## config.mk

```make
export PLATFORM = sky130hd
export DESIGN_NAME = gts_top
export DESIGN_NICKNAME = d
export VERILOG_FILES = /design/src/shared/gts_pkg.sv /design/src/rtl/gts_top.sv
export VERILOG_INCLUDE_DIRS = /design/src /design/src/shared
export SDC_FILE = /design/constraint.sdc
export NUM_CORES = 1
export LEC_CHECK = 0
export ABC_AREA = 0
export BUFFER_PORTS_ARGS = -buffer_cell sky130_fd_sc_hd__clkbuf_2
export CAP_MARGIN = 20
export CORE_ASPECT_RATIO = 0.5
export CORE_MARGIN = 5
export CORE_UTILIZATION = 30
export CTS_CLUSTER_SIZE = 40
export DETAILED_ROUTE_END_ITERATION = 12
export PLACE_DENSITY_LB_ADDON = 0.3
export SETUP_SLACK_MARGIN = 0.3
export SYNTH_ARGS = -nofsm -noshare
export SYNTH_HDL_FRONTEND = slang
export SYNTH_SLANG_ARGS = --single-unit
```

## constraint.sdc

```tcl
create_clock -name clk -period 10.79 [get_ports clk]
set_clock_uncertainty 0.1 [all_clocks]
set_input_delay 0 -clock clk [delete_from_list [all_inputs] [get_ports clk]]
set_output_delay 0 -clock clk [all_outputs]
set_load 0.1 [all_outputs]
```

## src/shared/gts_cfg.svh

```systemverilog
// constants of the general timer set: offsets, bit positions, reset values
// assumes inclusion by bare name from the package and the top module
`ifndef GTS_CFG_SVH
`define GTS_CFG_SVH

// ----------------------------------------------------------------------
// control register bit positions
// ----------------------------------------------------------------------
`define GTS_RUN_BIT      15
`define GTS_IDLE_BIT     13
`define GTS_GATE_BIT     6
`define GTS_PS_HI        5
`define GTS_PS_LO        4
`define GTS_CASC_BIT     3
`define GTS_SYNC_BIT     2
`define GTS_CS_BIT       1

// ----------------------------------------------------------------------
// writable bits per control register kind
// ----------------------------------------------------------------------
`define GTS_MASK_PRIM    16'hA076
`define GTS_MASK_LOW     16'hA07A
`define GTS_MASK_HIGH    16'hA072

// ----------------------------------------------------------------------
// reset values
// ----------------------------------------------------------------------
`define GTS_CTRL_RST     16'h0000
`define GTS_COUNT_RST    16'h0000
`define GTS_PERIOD_RST   16'hFFFF
`define GTS_PRE_RST      8'h00

// ----------------------------------------------------------------------
// prescaler terminal counts (divide minus one)
// ----------------------------------------------------------------------
`define GTS_PS_TERM_1    8'h00
`define GTS_PS_TERM_8    8'h07
`define GTS_PS_TERM_64   8'h3F
`define GTS_PS_TERM_256  8'hFF

// ----------------------------------------------------------------------
// register byte offsets
// ----------------------------------------------------------------------
`define GTS_AW           8
`define GTS_OFS_P_CTRL   8'h00
`define GTS_OFS_P_COUNT  8'h04
`define GTS_OFS_P_PER    8'h08
`define GTS_OFS_A_LCTRL  8'h10
`define GTS_OFS_A_HCTRL  8'h14
`define GTS_OFS_A_LCNT   8'h18
`define GTS_OFS_A_HCNT   8'h1C
`define GTS_OFS_A_LPER   8'h20
`define GTS_OFS_A_HPER   8'h24
`define GTS_OFS_A_HOLD   8'h28
`define GTS_OFS_B_LCTRL  8'h30
`define GTS_OFS_B_HCTRL  8'h34
`define GTS_OFS_B_LCNT   8'h38
`define GTS_OFS_B_HCNT   8'h3C
`define GTS_OFS_B_LPER   8'h40
`define GTS_OFS_B_HPER   8'h44
`define GTS_OFS_B_HOLD   8'h48
`define GTS_OFS_FLAGS    8'h50

`endif

```

## src/shared/gts_pkg.sv

```systemverilog
// types of the general timer set
// assumes gts_cfg.svh on the include path
`include "gts_cfg.svh"

package gts_pkg;

   // ----------------------------------------------------------------------
   // bus carriers
   // ----------------------------------------------------------------------
   typedef struct packed {
      logic [`GTS_AW-1:0] paddr;
      logic               psel;
      logic               penable;
      logic               pwrite;
      logic [31:0]        pwdata;
   } gts_apb_req_type;

   typedef struct packed {
      logic [31:0] prdata;
      logic        pready;
      logic        pslverr;
   } gts_apb_rsp_type;

   // ----------------------------------------------------------------------
   // register decode
   // ----------------------------------------------------------------------
   typedef enum logic [2:0] {
      K_NONE, K_CTRL, K_COUNT, K_PERIOD, K_HOLD, K_FLAGS
   } gts_kind_type;

   typedef struct packed {
      gts_kind_type kind;
      logic [2:0]   idx;
   } gts_dec_type;

   // ----------------------------------------------------------------------
   // state
   // ----------------------------------------------------------------------
   typedef struct packed {
      logic [15:0] ctrl;
      logic [15:0] count;
      logic [15:0] period;
      logic [7:0]  pre;
   } gts_timer_type;

   typedef struct packed {
      gts_timer_type [4:0] tmr;
      logic [1:0][15:0]    hold;
      logic [4:0]          flag;
      logic [4:0]          pin_s1;
      logic [4:0]          pin_s2;
      logic [4:0]          pin_prev;
      logic [31:0]         prdata;
      logic                pready;
      logic                pslverr;
      logic                adc_trig;
   } gts_state_type;

endpackage : gts_pkg

```

## src/rtl/gts_top.sv

```systemverilog
// general timer set: one primary 16-bit timer and two cascadable pairs
// assumes an APB master on clk and pins that need synchronising
//
// Overview of operation
// - primary timer is 16-bit: timer, synchronous or asynchronous counter
// - primary flags on period match or gate falling edge when gated
// - run bit 15 starts the counter, clearing it stops it
// - idle-stop bit 13 halts the timer in idle mode
// - gate bit 6 counts internal clocks while gate high; ignored external
// - prescale field divides by 1, 8, 64 or 256
// - sync bit 2 picks synchronised or asynchronous external counting
// - clock-source bit 1 picks external pin rising edges or internal clock
// - unimplemented primary control bits read as zero
// - each pair is one 32-bit timer or two 16-bit timers
// - cascaded pair is 32-bit timer or synchronous counter, never async
// - paired 16-bit timers are synchronous only, with gate and prescale
// - cascade bit 3 of lower control joins the pair
// - cascaded pair ignores upper control, uses lower control only
// - cascaded pair uses lower timer's clock and gate pin
// - cascaded match raises the upper timer's flag
// - cascaded period is upper period high word, lower low word
// - cascaded count is upper count high word, lower low word
// - only first pair's upper timer drives the conversion trigger
// - timers may keep running in idle per idle-stop; in sleep only the async primary counter runs
//
// Added by the designer: the register addresses and the APB slave port.
`timescale 1ns/1ps
`include "gts_cfg.svh"

module gts_top (
   input  wire logic                    clk,         // 40 MHz clock
   input  wire logic                    resetn,      // async reset, active low
   input  wire gts_pkg::gts_apb_req_type apb_req,    // apb request
   output      gts_pkg::gts_apb_rsp_type apb_rsp,    // apb response
   input  wire logic [4:0]              ext_clk_pin, // clock and gate pins
   input  wire logic                    idle_mode,   // device in idle
   input  wire logic                    sleep_mode,  // device in sleep
   output      logic [4:0]              irq_flag,    // sticky timer flags
   output      logic                    adc_trig     // conversion trigger pulse
);

   // ----------------------------------------------------------------------
   // reset release
   // ----------------------------------------------------------------------
   logic [1:0] rst_sync_q;
   logic       rst_n;

   always_ff @(posedge clk or negedge resetn) begin
      if (!resetn) begin
         rst_sync_q <= 2'b00;
      end else begin
         rst_sync_q <= {rst_sync_q[0], 1'b1};
      end
   end

   assign rst_n = rst_sync_q[1];

   // ----------------------------------------------------------------------
   // helpers
   // ----------------------------------------------------------------------
   function automatic logic [7:0] ps_term(input logic [1:0] code);
      logic [7:0] t;
      t = `GTS_PS_TERM_1;
      unique case (code)
         2'b00: t = `GTS_PS_TERM_1;
         2'b01: t = `GTS_PS_TERM_8;
         2'b10: t = `GTS_PS_TERM_64;
         2'b11: t = `GTS_PS_TERM_256;
      endcase
      return t;
   endfunction : ps_term

   function automatic logic [15:0] ctrl_mask(input int i);
      logic [15:0] m;
      m = `GTS_MASK_HIGH;
      if (i == 0) begin
         m = `GTS_MASK_PRIM;
      end else if (i == 1 || i == 3) begin
         m = `GTS_MASK_LOW;
      end
      return m;
   endfunction : ctrl_mask

   function automatic gts_pkg::gts_dec_type decode(input logic [`GTS_AW-1:0] a);
      gts_pkg::gts_dec_type d;
      d.kind = gts_pkg::K_NONE;
      d.idx  = 3'h0;
      case (a)
         `GTS_OFS_P_CTRL:  d = '{gts_pkg::K_CTRL,   3'h0};
         `GTS_OFS_P_COUNT: d = '{gts_pkg::K_COUNT,  3'h0};
         `GTS_OFS_P_PER:   d = '{gts_pkg::K_PERIOD, 3'h0};
         `GTS_OFS_A_LCTRL: d = '{gts_pkg::K_CTRL,   3'h1};
         `GTS_OFS_A_HCTRL: d = '{gts_pkg::K_CTRL,   3'h2};
         `GTS_OFS_A_LCNT:  d = '{gts_pkg::K_COUNT,  3'h1};
         `GTS_OFS_A_HCNT:  d = '{gts_pkg::K_COUNT,  3'h2};
         `GTS_OFS_A_LPER:  d = '{gts_pkg::K_PERIOD, 3'h1};
         `GTS_OFS_A_HPER:  d = '{gts_pkg::K_PERIOD, 3'h2};
         `GTS_OFS_A_HOLD:  d = '{gts_pkg::K_HOLD,   3'h0};
         `GTS_OFS_B_LCTRL: d = '{gts_pkg::K_CTRL,   3'h3};
         `GTS_OFS_B_HCTRL: d = '{gts_pkg::K_CTRL,   3'h4};
         `GTS_OFS_B_LCNT:  d = '{gts_pkg::K_COUNT,  3'h3};
         `GTS_OFS_B_HCNT:  d = '{gts_pkg::K_COUNT,  3'h4};
         `GTS_OFS_B_LPER:  d = '{gts_pkg::K_PERIOD, 3'h3};
         `GTS_OFS_B_HPER:  d = '{gts_pkg::K_PERIOD, 3'h4};
         `GTS_OFS_B_HOLD:  d = '{gts_pkg::K_HOLD,   3'h1};
         `GTS_OFS_FLAGS:   d = '{gts_pkg::K_FLAGS,  3'h0};
         default:          d = '{gts_pkg::K_NONE,   3'h0};
      endcase
      return d;
   endfunction : decode

   // ----------------------------------------------------------------------
   // state
   // ----------------------------------------------------------------------
   gts_pkg::gts_state_type s_q;
   gts_pkg::gts_state_type s_d;

   logic [15:0]          ctl;
   logic                 ext;
   logic                 asyn;
   logic                 run;
   logic                 gated;
   logic                 src;
   logic                 tick;
   logic                 casc;
   logic                 rise;
   logic                 fall;
   logic [2:0]           fidx;
   logic [31:0]          wcnt;
   logic [31:0]          wper;
   logic [4:0]           set_flag;
   logic [4:0]           clr_flag;
   logic                 access;
   gts_pkg::gts_dec_type dec;
   int                   p;

   always_comb begin
      s_d      = s_q;
      ctl      = `GTS_CTRL_RST;
      ext      = 1'b0;
      asyn     = 1'b0;
      run      = 1'b0;
      gated    = 1'b0;
      src      = 1'b0;
      tick     = 1'b0;
      casc     = 1'b0;
      rise     = 1'b0;
      fall     = 1'b0;
      fidx     = 3'h0;
      wcnt     = 32'h0000_0000;
      wper     = 32'h0000_0000;
      set_flag = 5'h00;
      clr_flag = 5'h00;
      p        = 0;
      access   = apb_req.psel & apb_req.penable;
      dec      = decode(apb_req.paddr);

      s_d.adc_trig = 1'b0;
      s_d.pin_s1   = ext_clk_pin;
      s_d.pin_s2   = s_q.pin_s1;
      s_d.pin_prev = s_q.pin_s2;

      // ------------------------------------------------------------------
      // counting engines
      // ------------------------------------------------------------------
      for (int i = 0; i < 5; i++) begin
         if (!((i == 2 && s_q.tmr[1].ctrl[`GTS_CASC_BIT])
               || (i == 4 && s_q.tmr[3].ctrl[`GTS_CASC_BIT]))) begin
            ctl  = s_q.tmr[i].ctrl;
            casc = (i == 1 || i == 3) && ctl[`GTS_CASC_BIT];
            ext  = ctl[`GTS_CS_BIT];
            // async only on primary; pairs stay synchronous
            asyn = (i == 0) && ext && !ctl[`GTS_SYNC_BIT];
            run  = ctl[`GTS_RUN_BIT] && !(idle_mode && ctl[`GTS_IDLE_BIT])
                   && (!sleep_mode || asyn);
            gated = !ext && ctl[`GTS_GATE_BIT];
            // lower timer's own pin serves clock and gate
            rise = s_q.pin_s2[i] & ~s_q.pin_prev[i];
            fall = ~s_q.pin_s2[i] & s_q.pin_prev[i];
            src  = ext ? rise : (gated ? s_q.pin_s2[i] : 1'b1);
            // cascaded events land on the upper flag
            fidx = casc ? 3'(i + 1) : 3'(i);
            if (run && gated && fall) begin
               set_flag[fidx] = 1'b1;
            end
            tick = 1'b0;
            if (run && src) begin
               if (s_q.tmr[i].pre >= ps_term(ctl[`GTS_PS_HI:`GTS_PS_LO])) begin
                  s_d.tmr[i].pre = `GTS_PRE_RST;
                  tick           = 1'b1;
               end else begin
                  s_d.tmr[i].pre = s_q.tmr[i].pre + 8'h01;
               end
            end
            if (tick) begin
               if (casc) begin
                  wcnt = {s_q.tmr[fidx].count, s_q.tmr[i].count};
                  wper = {s_q.tmr[fidx].period, s_q.tmr[i].period};
                  // match wraps to zero and flags
                  if (wcnt == wper) begin
                     wcnt           = 32'h0000_0000;
                     set_flag[fidx] = 1'b1;
                     if (i == 1) begin
                        s_d.adc_trig = 1'b1;
                     end
                  end else begin
                     wcnt = wcnt + 32'h0000_0001;
                  end
                  s_d.tmr[fidx].count = wcnt[31:16];
                  s_d.tmr[i].count   = wcnt[15:0];
               end else begin
                  if (s_q.tmr[i].count == s_q.tmr[i].period) begin
                     s_d.tmr[i].count = `GTS_COUNT_RST;
                     set_flag[fidx]   = 1'b1;
                     if (i == 2) begin
                        s_d.adc_trig = 1'b1;
                     end
                  end else begin
                     s_d.tmr[i].count = s_q.tmr[i].count + 16'h0001;
                  end
               end
            end
         end
      end

      // ------------------------------------------------------------------
      // apb slave
      // ------------------------------------------------------------------
      if (s_q.pready) begin
         s_d.pready  = 1'b0;
         s_d.pslverr = 1'b0;
      end else if (access) begin
         s_d.pready  = 1'b1;
         s_d.pslverr = (dec.kind == gts_pkg::K_NONE);
         s_d.prdata  = 32'h0000_0000;
         unique case (dec.kind)
            // unimplemented bits are never stored, read zero
            gts_pkg::K_CTRL:   s_d.prdata[15:0] = s_q.tmr[dec.idx].ctrl;
            gts_pkg::K_COUNT:  s_d.prdata[15:0] = s_q.tmr[dec.idx].count;
            gts_pkg::K_PERIOD: s_d.prdata[15:0] = s_q.tmr[dec.idx].period;
            gts_pkg::K_HOLD:   s_d.prdata[15:0] = s_q.hold[dec.idx[0]];
            gts_pkg::K_FLAGS:  s_d.prdata[4:0]  = s_q.flag;
            gts_pkg::K_NONE:   s_d.prdata       = 32'h0000_0000;
         endcase
         // lower word read latches upper word
         if (!apb_req.pwrite && dec.kind == gts_pkg::K_COUNT
             && (dec.idx == 3'h1 || dec.idx == 3'h3)
             && s_q.tmr[dec.idx].ctrl[`GTS_CASC_BIT]) begin
            p = (dec.idx == 3'h1) ? 0 : 1;
            s_d.hold[p] = s_q.tmr[dec.idx+3'h1].count;
         end
      end

      // write takes effect at the completing edge
      if (access && s_q.pready && apb_req.pwrite) begin
         unique case (dec.kind)
            gts_pkg::K_CTRL: begin
               s_d.tmr[dec.idx].ctrl = apb_req.pwdata[15:0] & ctrl_mask(int'(dec.idx));
            end
            gts_pkg::K_COUNT: begin
               s_d.tmr[dec.idx].count = apb_req.pwdata[15:0];
               s_d.tmr[dec.idx].pre   = `GTS_PRE_RST;
               // lower write in cascade loads upper word from holding
               if ((dec.idx == 3'h1 || dec.idx == 3'h3)
                   && s_q.tmr[dec.idx].ctrl[`GTS_CASC_BIT]) begin
                  p = (dec.idx == 3'h1) ? 0 : 1;
                  s_d.tmr[dec.idx+3'h1].count = s_q.hold[p];
               end
            end
            gts_pkg::K_PERIOD: s_d.tmr[dec.idx].period = apb_req.pwdata[15:0];
            gts_pkg::K_HOLD:   s_d.hold[dec.idx[0]]    = apb_req.pwdata[15:0];
            gts_pkg::K_FLAGS:  clr_flag                = apb_req.pwdata[4:0];
            gts_pkg::K_NONE:   clr_flag                = 5'h00;
         endcase
      end

      // set beats a same-cycle clear
      s_d.flag = (s_q.flag & ~clr_flag) | set_flag;
   end

   always_ff @(posedge clk or negedge rst_n) begin
      if (!rst_n) begin
         for (int i = 0; i < 5; i++) begin
            s_q.tmr[i].ctrl   <= `GTS_CTRL_RST;
            s_q.tmr[i].count  <= `GTS_COUNT_RST;
            s_q.tmr[i].period <= `GTS_PERIOD_RST;
            s_q.tmr[i].pre    <= `GTS_PRE_RST;
         end
         s_q.hold     <= '0;
         s_q.flag     <= 5'h00;
         s_q.pin_s1   <= 5'h00;
         s_q.pin_s2   <= 5'h00;
         s_q.pin_prev <= 5'h00;
         s_q.prdata   <= 32'h0000_0000;
         s_q.pready   <= 1'b0;
         s_q.pslverr  <= 1'b0;
         s_q.adc_trig <= 1'b0;
      end else begin
         s_q <= s_d;
      end
   end

   // ----------------------------------------------------------------------
   // outputs
   // ----------------------------------------------------------------------
   assign apb_rsp.prdata  = s_q.prdata;
   assign apb_rsp.pready  = s_q.pready;
   assign apb_rsp.pslverr = s_q.pslverr;
   assign irq_flag        = s_q.flag;
   assign adc_trig        = s_q.adc_trig;

endmodule : gts_top

```

=== Word-level counts from Yosys, hierarchy flattened ===
Index checks and enable logic that the tools add are counted.

* Bits of input ports: 52
* Bits in registers: 353
* Logic and storage cells: 375
* Output and inout port bits: 40

* Muxes and demuxes: 162
* Eq/ne operators: 48
* Bitwise logic cells: 30
* Add/subtract/negate cells: 13
* Magnitude comparators: 17
* Reduce and logical (&&, ||, !) cells: 74

{| class="wikitable"
|+ Operators with widths
! cell !! number
|-
| bitwise mux 280 bit || 7
|-
| demux 56 bit (select 3 bit) || 7
|-
| two-way mux 280 bit || 3
|-
| one-hot mux 280 bit (3 select lines) || 1
|-
| binary-select mux 56 bit (select 3 bit) || 4
|-
| two-way mux 16 bit || 22
|-
| two-way mux 32 bit || 10
|-
| two-way mux 312 bit || 1
|-
| two-way mux 40 bit || 7
|-
| two-way mux 192 bit || 1
|-
| two-way mux 184 bit || 1
|-
| two-way mux 8 bit || 20
|-
| one-hot mux 8 bit (4 select lines) || 5
|-
| two-way mux 56 bit || 2
|-
| one-hot mux 6 bit (18 select lines) || 1
|-
| adder 16 x 1 -> 16 bit, second input constant || 5
|-
| == test 16 bit || 5
|-
| two-way mux 80 bit || 1
|-
| two-way mux 72 bit || 1
|-
| adder 32 x 1 -> 32 bit, second input constant || 2
|-
| bitwise mux 32 bit || 2
|-
| == test 32 bit || 2
|-
| two-way mux 5 bit || 12
|-
| == test 8 x 6 -> 1 bit, second input constant || 7
|-
| other kinds (43) || 215
|}

=== Logic depth before layout (Yosys ltp) ===
* Depth in word-level cells: 31
* Depth in mapped cells: 18
* Mapped depth without buffers: 13

=== Worst setup path after synthesis ===
OpenSTA, ideal clock, no wires.

* Path type: input port to flip-flop
* Start: input apb_req[40] (netlist name)
* End: register s_q[336] (netlist name)
* Stages: 15
* Setup slack: 6847 ps
* Arrival time: 3717 ps
* Cell sequence: buf_2 > nor3b_1 > o211ai_1 > clkbuf_1 > buf_1 > clkbuf_1 > nand2_1 > ha_1 > ha_1 > clkbuf_1 > a2111oi_2 > nand4_1 > buf_2 > a21o_1 > a221o_1

{| class="wikitable"
|+ RTL lines
! item !! line !! text
|-
| start, declared || gts_top.sv:33 || <nowiki>input wire gts_pkg::gts_apb_req_type apb_req,</nowiki>
|-
| end, declared || gts_top.sv:115 || <nowiki>gts_pkg::gts_state_type s_q;</nowiki>
|}

==> flow_metrics.tcl <==
set metrics [dict create \
    ant_nets 0 \
    synth_cell_type_count 101 \
    fp.dieH_um 208 \
    end_kind "flop" \
    h-tree-depth 2 \
    p_clk_share_pct 46.9 \
    tritoncts "yes" \
    rows 72 \
    p_switching_uw 860 \
    ys_ff_latch 353 \
    worstSkewPairLatency_ns 0.59 \
    setup_violations 0 \
    internal-power_mw 2.22 \
    cts_sinks 353 \
    outcome "finished, final reports clean" \
    vias 22600 \
    first_pass_iters 6 \
    synth_mux_area_share_pct 6.48 \
    synth-simple-area-share_pct 18.1 \
    postCtsSetupBuffers 0 \
    antenna_found_initial 4 \
    synthArstFlopShare_pct 100 \
    slew_violations 0 \
    tightest_slew_ns 1.23 \
    start_kind "input pin" \
    hold_path_class "in2reg" \
    max_freq_mhz 177 \
    gp_congestion 1.01 \
    worstPathMaxFanout 21 \
    final.setup.tns_ns 0 \
    power_mw 3.08 \
    final_common_cell "dfrtp_1" \
    first_global_vias 21300 \
    fin_crit_ns 5.65 \
    fillerInstances 8033 \
    maxCapViolations 0 \
    fin_cells 3677 \
    yosysWarningCount 0 \
    hpwl_um 73500 \
    postPlaceCellArea_mm2 0.0247 \
    synth_compound_area_share_pct 22.4 \
    cts.clk_slew.worst_paths_ns 0.06 \
    cp.required_ns 11.14 \
    grt_pass1_wl_um 151000 \
    ys_seq_area_share_pct 37.9 \
    slew_headroom_pct 18.0 \
    netlist_area_mm2 0.0236 \
    grt_max_degree 76 \
    grt.total_usage_pct 23.8 \
    criticalPathCategory "in2reg" \
    cp.arrival_ns 6.00 \
    avgSynthCellArea_um2 8.96 \
    viasPerCell 6.16 \
    rsz0062_at_grt "no" \
    drc_errors 0 \
    cellPowerDensity_mw_per_mm2 116 \
    syn2layout_area_growth_pct 12.1 \
    io_pins 92 \
    cts_root_buffer "clkbuf_16" \
    hold_ws_ns 0.0851 \
    netlist_instances 2634 \
    initial_core_util_pct 30.4 \
    p_leak_nw 11.1 \
    io_buffers 59 \
    fin_nets 2708 \
    grt_overflow_total 0 \
    fin_area_mm2 0.0265 \
    vdd_drop_max_v 0.0000956 \
    sequentialPowerShare_pct 44.3 \
    dieArea_mm2 0.0847 \
    drt_iter0_markers 3128 \
    wire_per_inst_um 28.3 \
    switching_share_pct 27.9 \
    cts_inserted_buffers 40 \
    power_frac_comb_pct 8.8 \
    synth_top_family_by_area "compound AO/OA/AOI/OAI gates" \
    clockBufferDepth 3 \
    dp_cells 3558 \
    post_synth_xor_area_fraction_pct 5.83 \
    core_mm2 0.0777 \
    drt_wl_total_um 104000 \
    layout_common_cells "dfrtp_1, nand2_1, nor2_1" \
    synth-edff-count 0 \
    drive_gt1_share_pct 16.7 \
    finalHoldViolCount 0 \
    min_period_over_period_pct 52.3 \
    chipWidth_um 407 \
    synth_ff_type "dfrtp_1" \
    synth_fa_ha_area_share_pct 2.65 \
]
-- metrics by stage --
stage	util, %	setup slack (ns)
after floorplan	-	5.00
after global placement	31.7	5.02
after detailed placement	31.8	4.99
after CTS	34.0	5.32
after global routing	34.1	4.79
final	34.1	5.14
-- per-layer routing --
layer  wire [um]  part of all wire [%]  vias to the layer above  track usage [%]
li1            -                     -                     9682                -
met1       43400                    42                    11200             33.6
met2       42000                    40                     1414             33.6
met3       13100                    13                      286             7.22
met4        5500                   5.3                        2             10.4
met5          14                 0.013                        -                0
-- sequential cells by signal, indices dropped and copies added (netlist names) --
name	flops
s_d	10
irq_flag	5
apb_rsp	18
adc_trig	1
s_q	317
rst_sync_q	2
-- synthesized netlist by cell type, types with 34 or more instances --
cell	count	area, um2
clkbuf_1	168	631
nand4_1	42	263
mux2i_1	38	380
nor2b_1	58	363
a21oi_1	79	395
buf_4	43	323
xnor2_1	55	482
ha_1	50	626
nor2_1	190	713
dfrtp_1	273	6830
a22oi_1	80	601
and3_1	36	225
inv_1	82	308
xor2_1	102	893
o221ai_1	40	350
nand3_1	79	395
o22ai_1	114	713
o21ai_0	149	746
nor4_1	51	319
dfstp_2	80	2100
a22o_1	34	298
nor3_1	53	265
nand2_1	215	807
mux2_2	77	867
-- worst max-delay path, stage by stage --
cell and delay, ns:
dlygate4sd3_1 0.54, clkbuf_2 0.15, nor3_2 0.36, nand2_1 0.33, a21o_1 0.54, inv_2 0.69, ha_1 0.28, ha_1 0.23
buf_4 0.23, a2111oi_2 0.39, nand4_1 0.54, a21oi_1 1.04, nor2_1 0.25, a221o_1 0.41
-- final timing paths --
kind / startpoint / endpoint / slack [ns] / cells after the start
worst max-delay path: apb_req[35] / s_q[336]$_DFF_PN0_ / 5.14 / 14
worst min-delay path: apb_req[34] / irq_flag[1]$_DFF_PN0_ / 0.09 / 5
worst max register to register: s_q[179]$_DFF_PN0_ / s_q[231]$_DFF_PN0_ / 6.55 / 8
worst min register to register: rst_sync_q[0]$_DFF_PN0_ / rst_sync_q[1]$_DFF_PN0_ / 0.24 / 0
max in group asynchronous: rst_sync_q[1]$_DFF_PN0_ / s_q[202]$_DFF_PN0_ / 8.18 / 2
min in group asynchronous: resetn / rst_sync_q[1]$_DFF_PN0_ / 0.16 / 3
-- logic make-up (layout without fill, tap and decap cells) --
kind of cell,count (synthesis),in the layout
multiplexers,128,128
XOR/XNOR,157,157
AO/OA/AOI/OAI,750,750
flip-flops,353,353
other,2,20
buffers and inverters,354,343
adder cells (fa/ha/maj),50,50
AND/OR/NAND/NOR,840,840
-- cell type report --
class                      instances  area, um2  area share, %
multi-input combinational       1942      13200           49.9
timing repair buffer             184       1350           5.10
clock buffer                      57       1200           4.53
sequential                       353       8940           33.8
antenna                            3       7.51         0.0284
clock inverter                    17        161          0.610
inverter                          85        319           1.21
tap                             1036       1300           4.90
-- power by group through the flow --
stage	sequential [mW]	clock [mW]	combinational [mW]
floorplan	1.39	0	0.178
global placement	1.39	0	0.252
detailed placement	1.39	0	0.253
CTS	1.37	1.47	0.265
global route	1.37	1.52	0.281
finish	1.37	1.45	0.270
-- what timing repair did --
action,in CTS,in global routing
gates resized for setup,0,0
hold endpoints to repair,74,0
hold buffers,38,0
(Power assumes the default switching activity.)
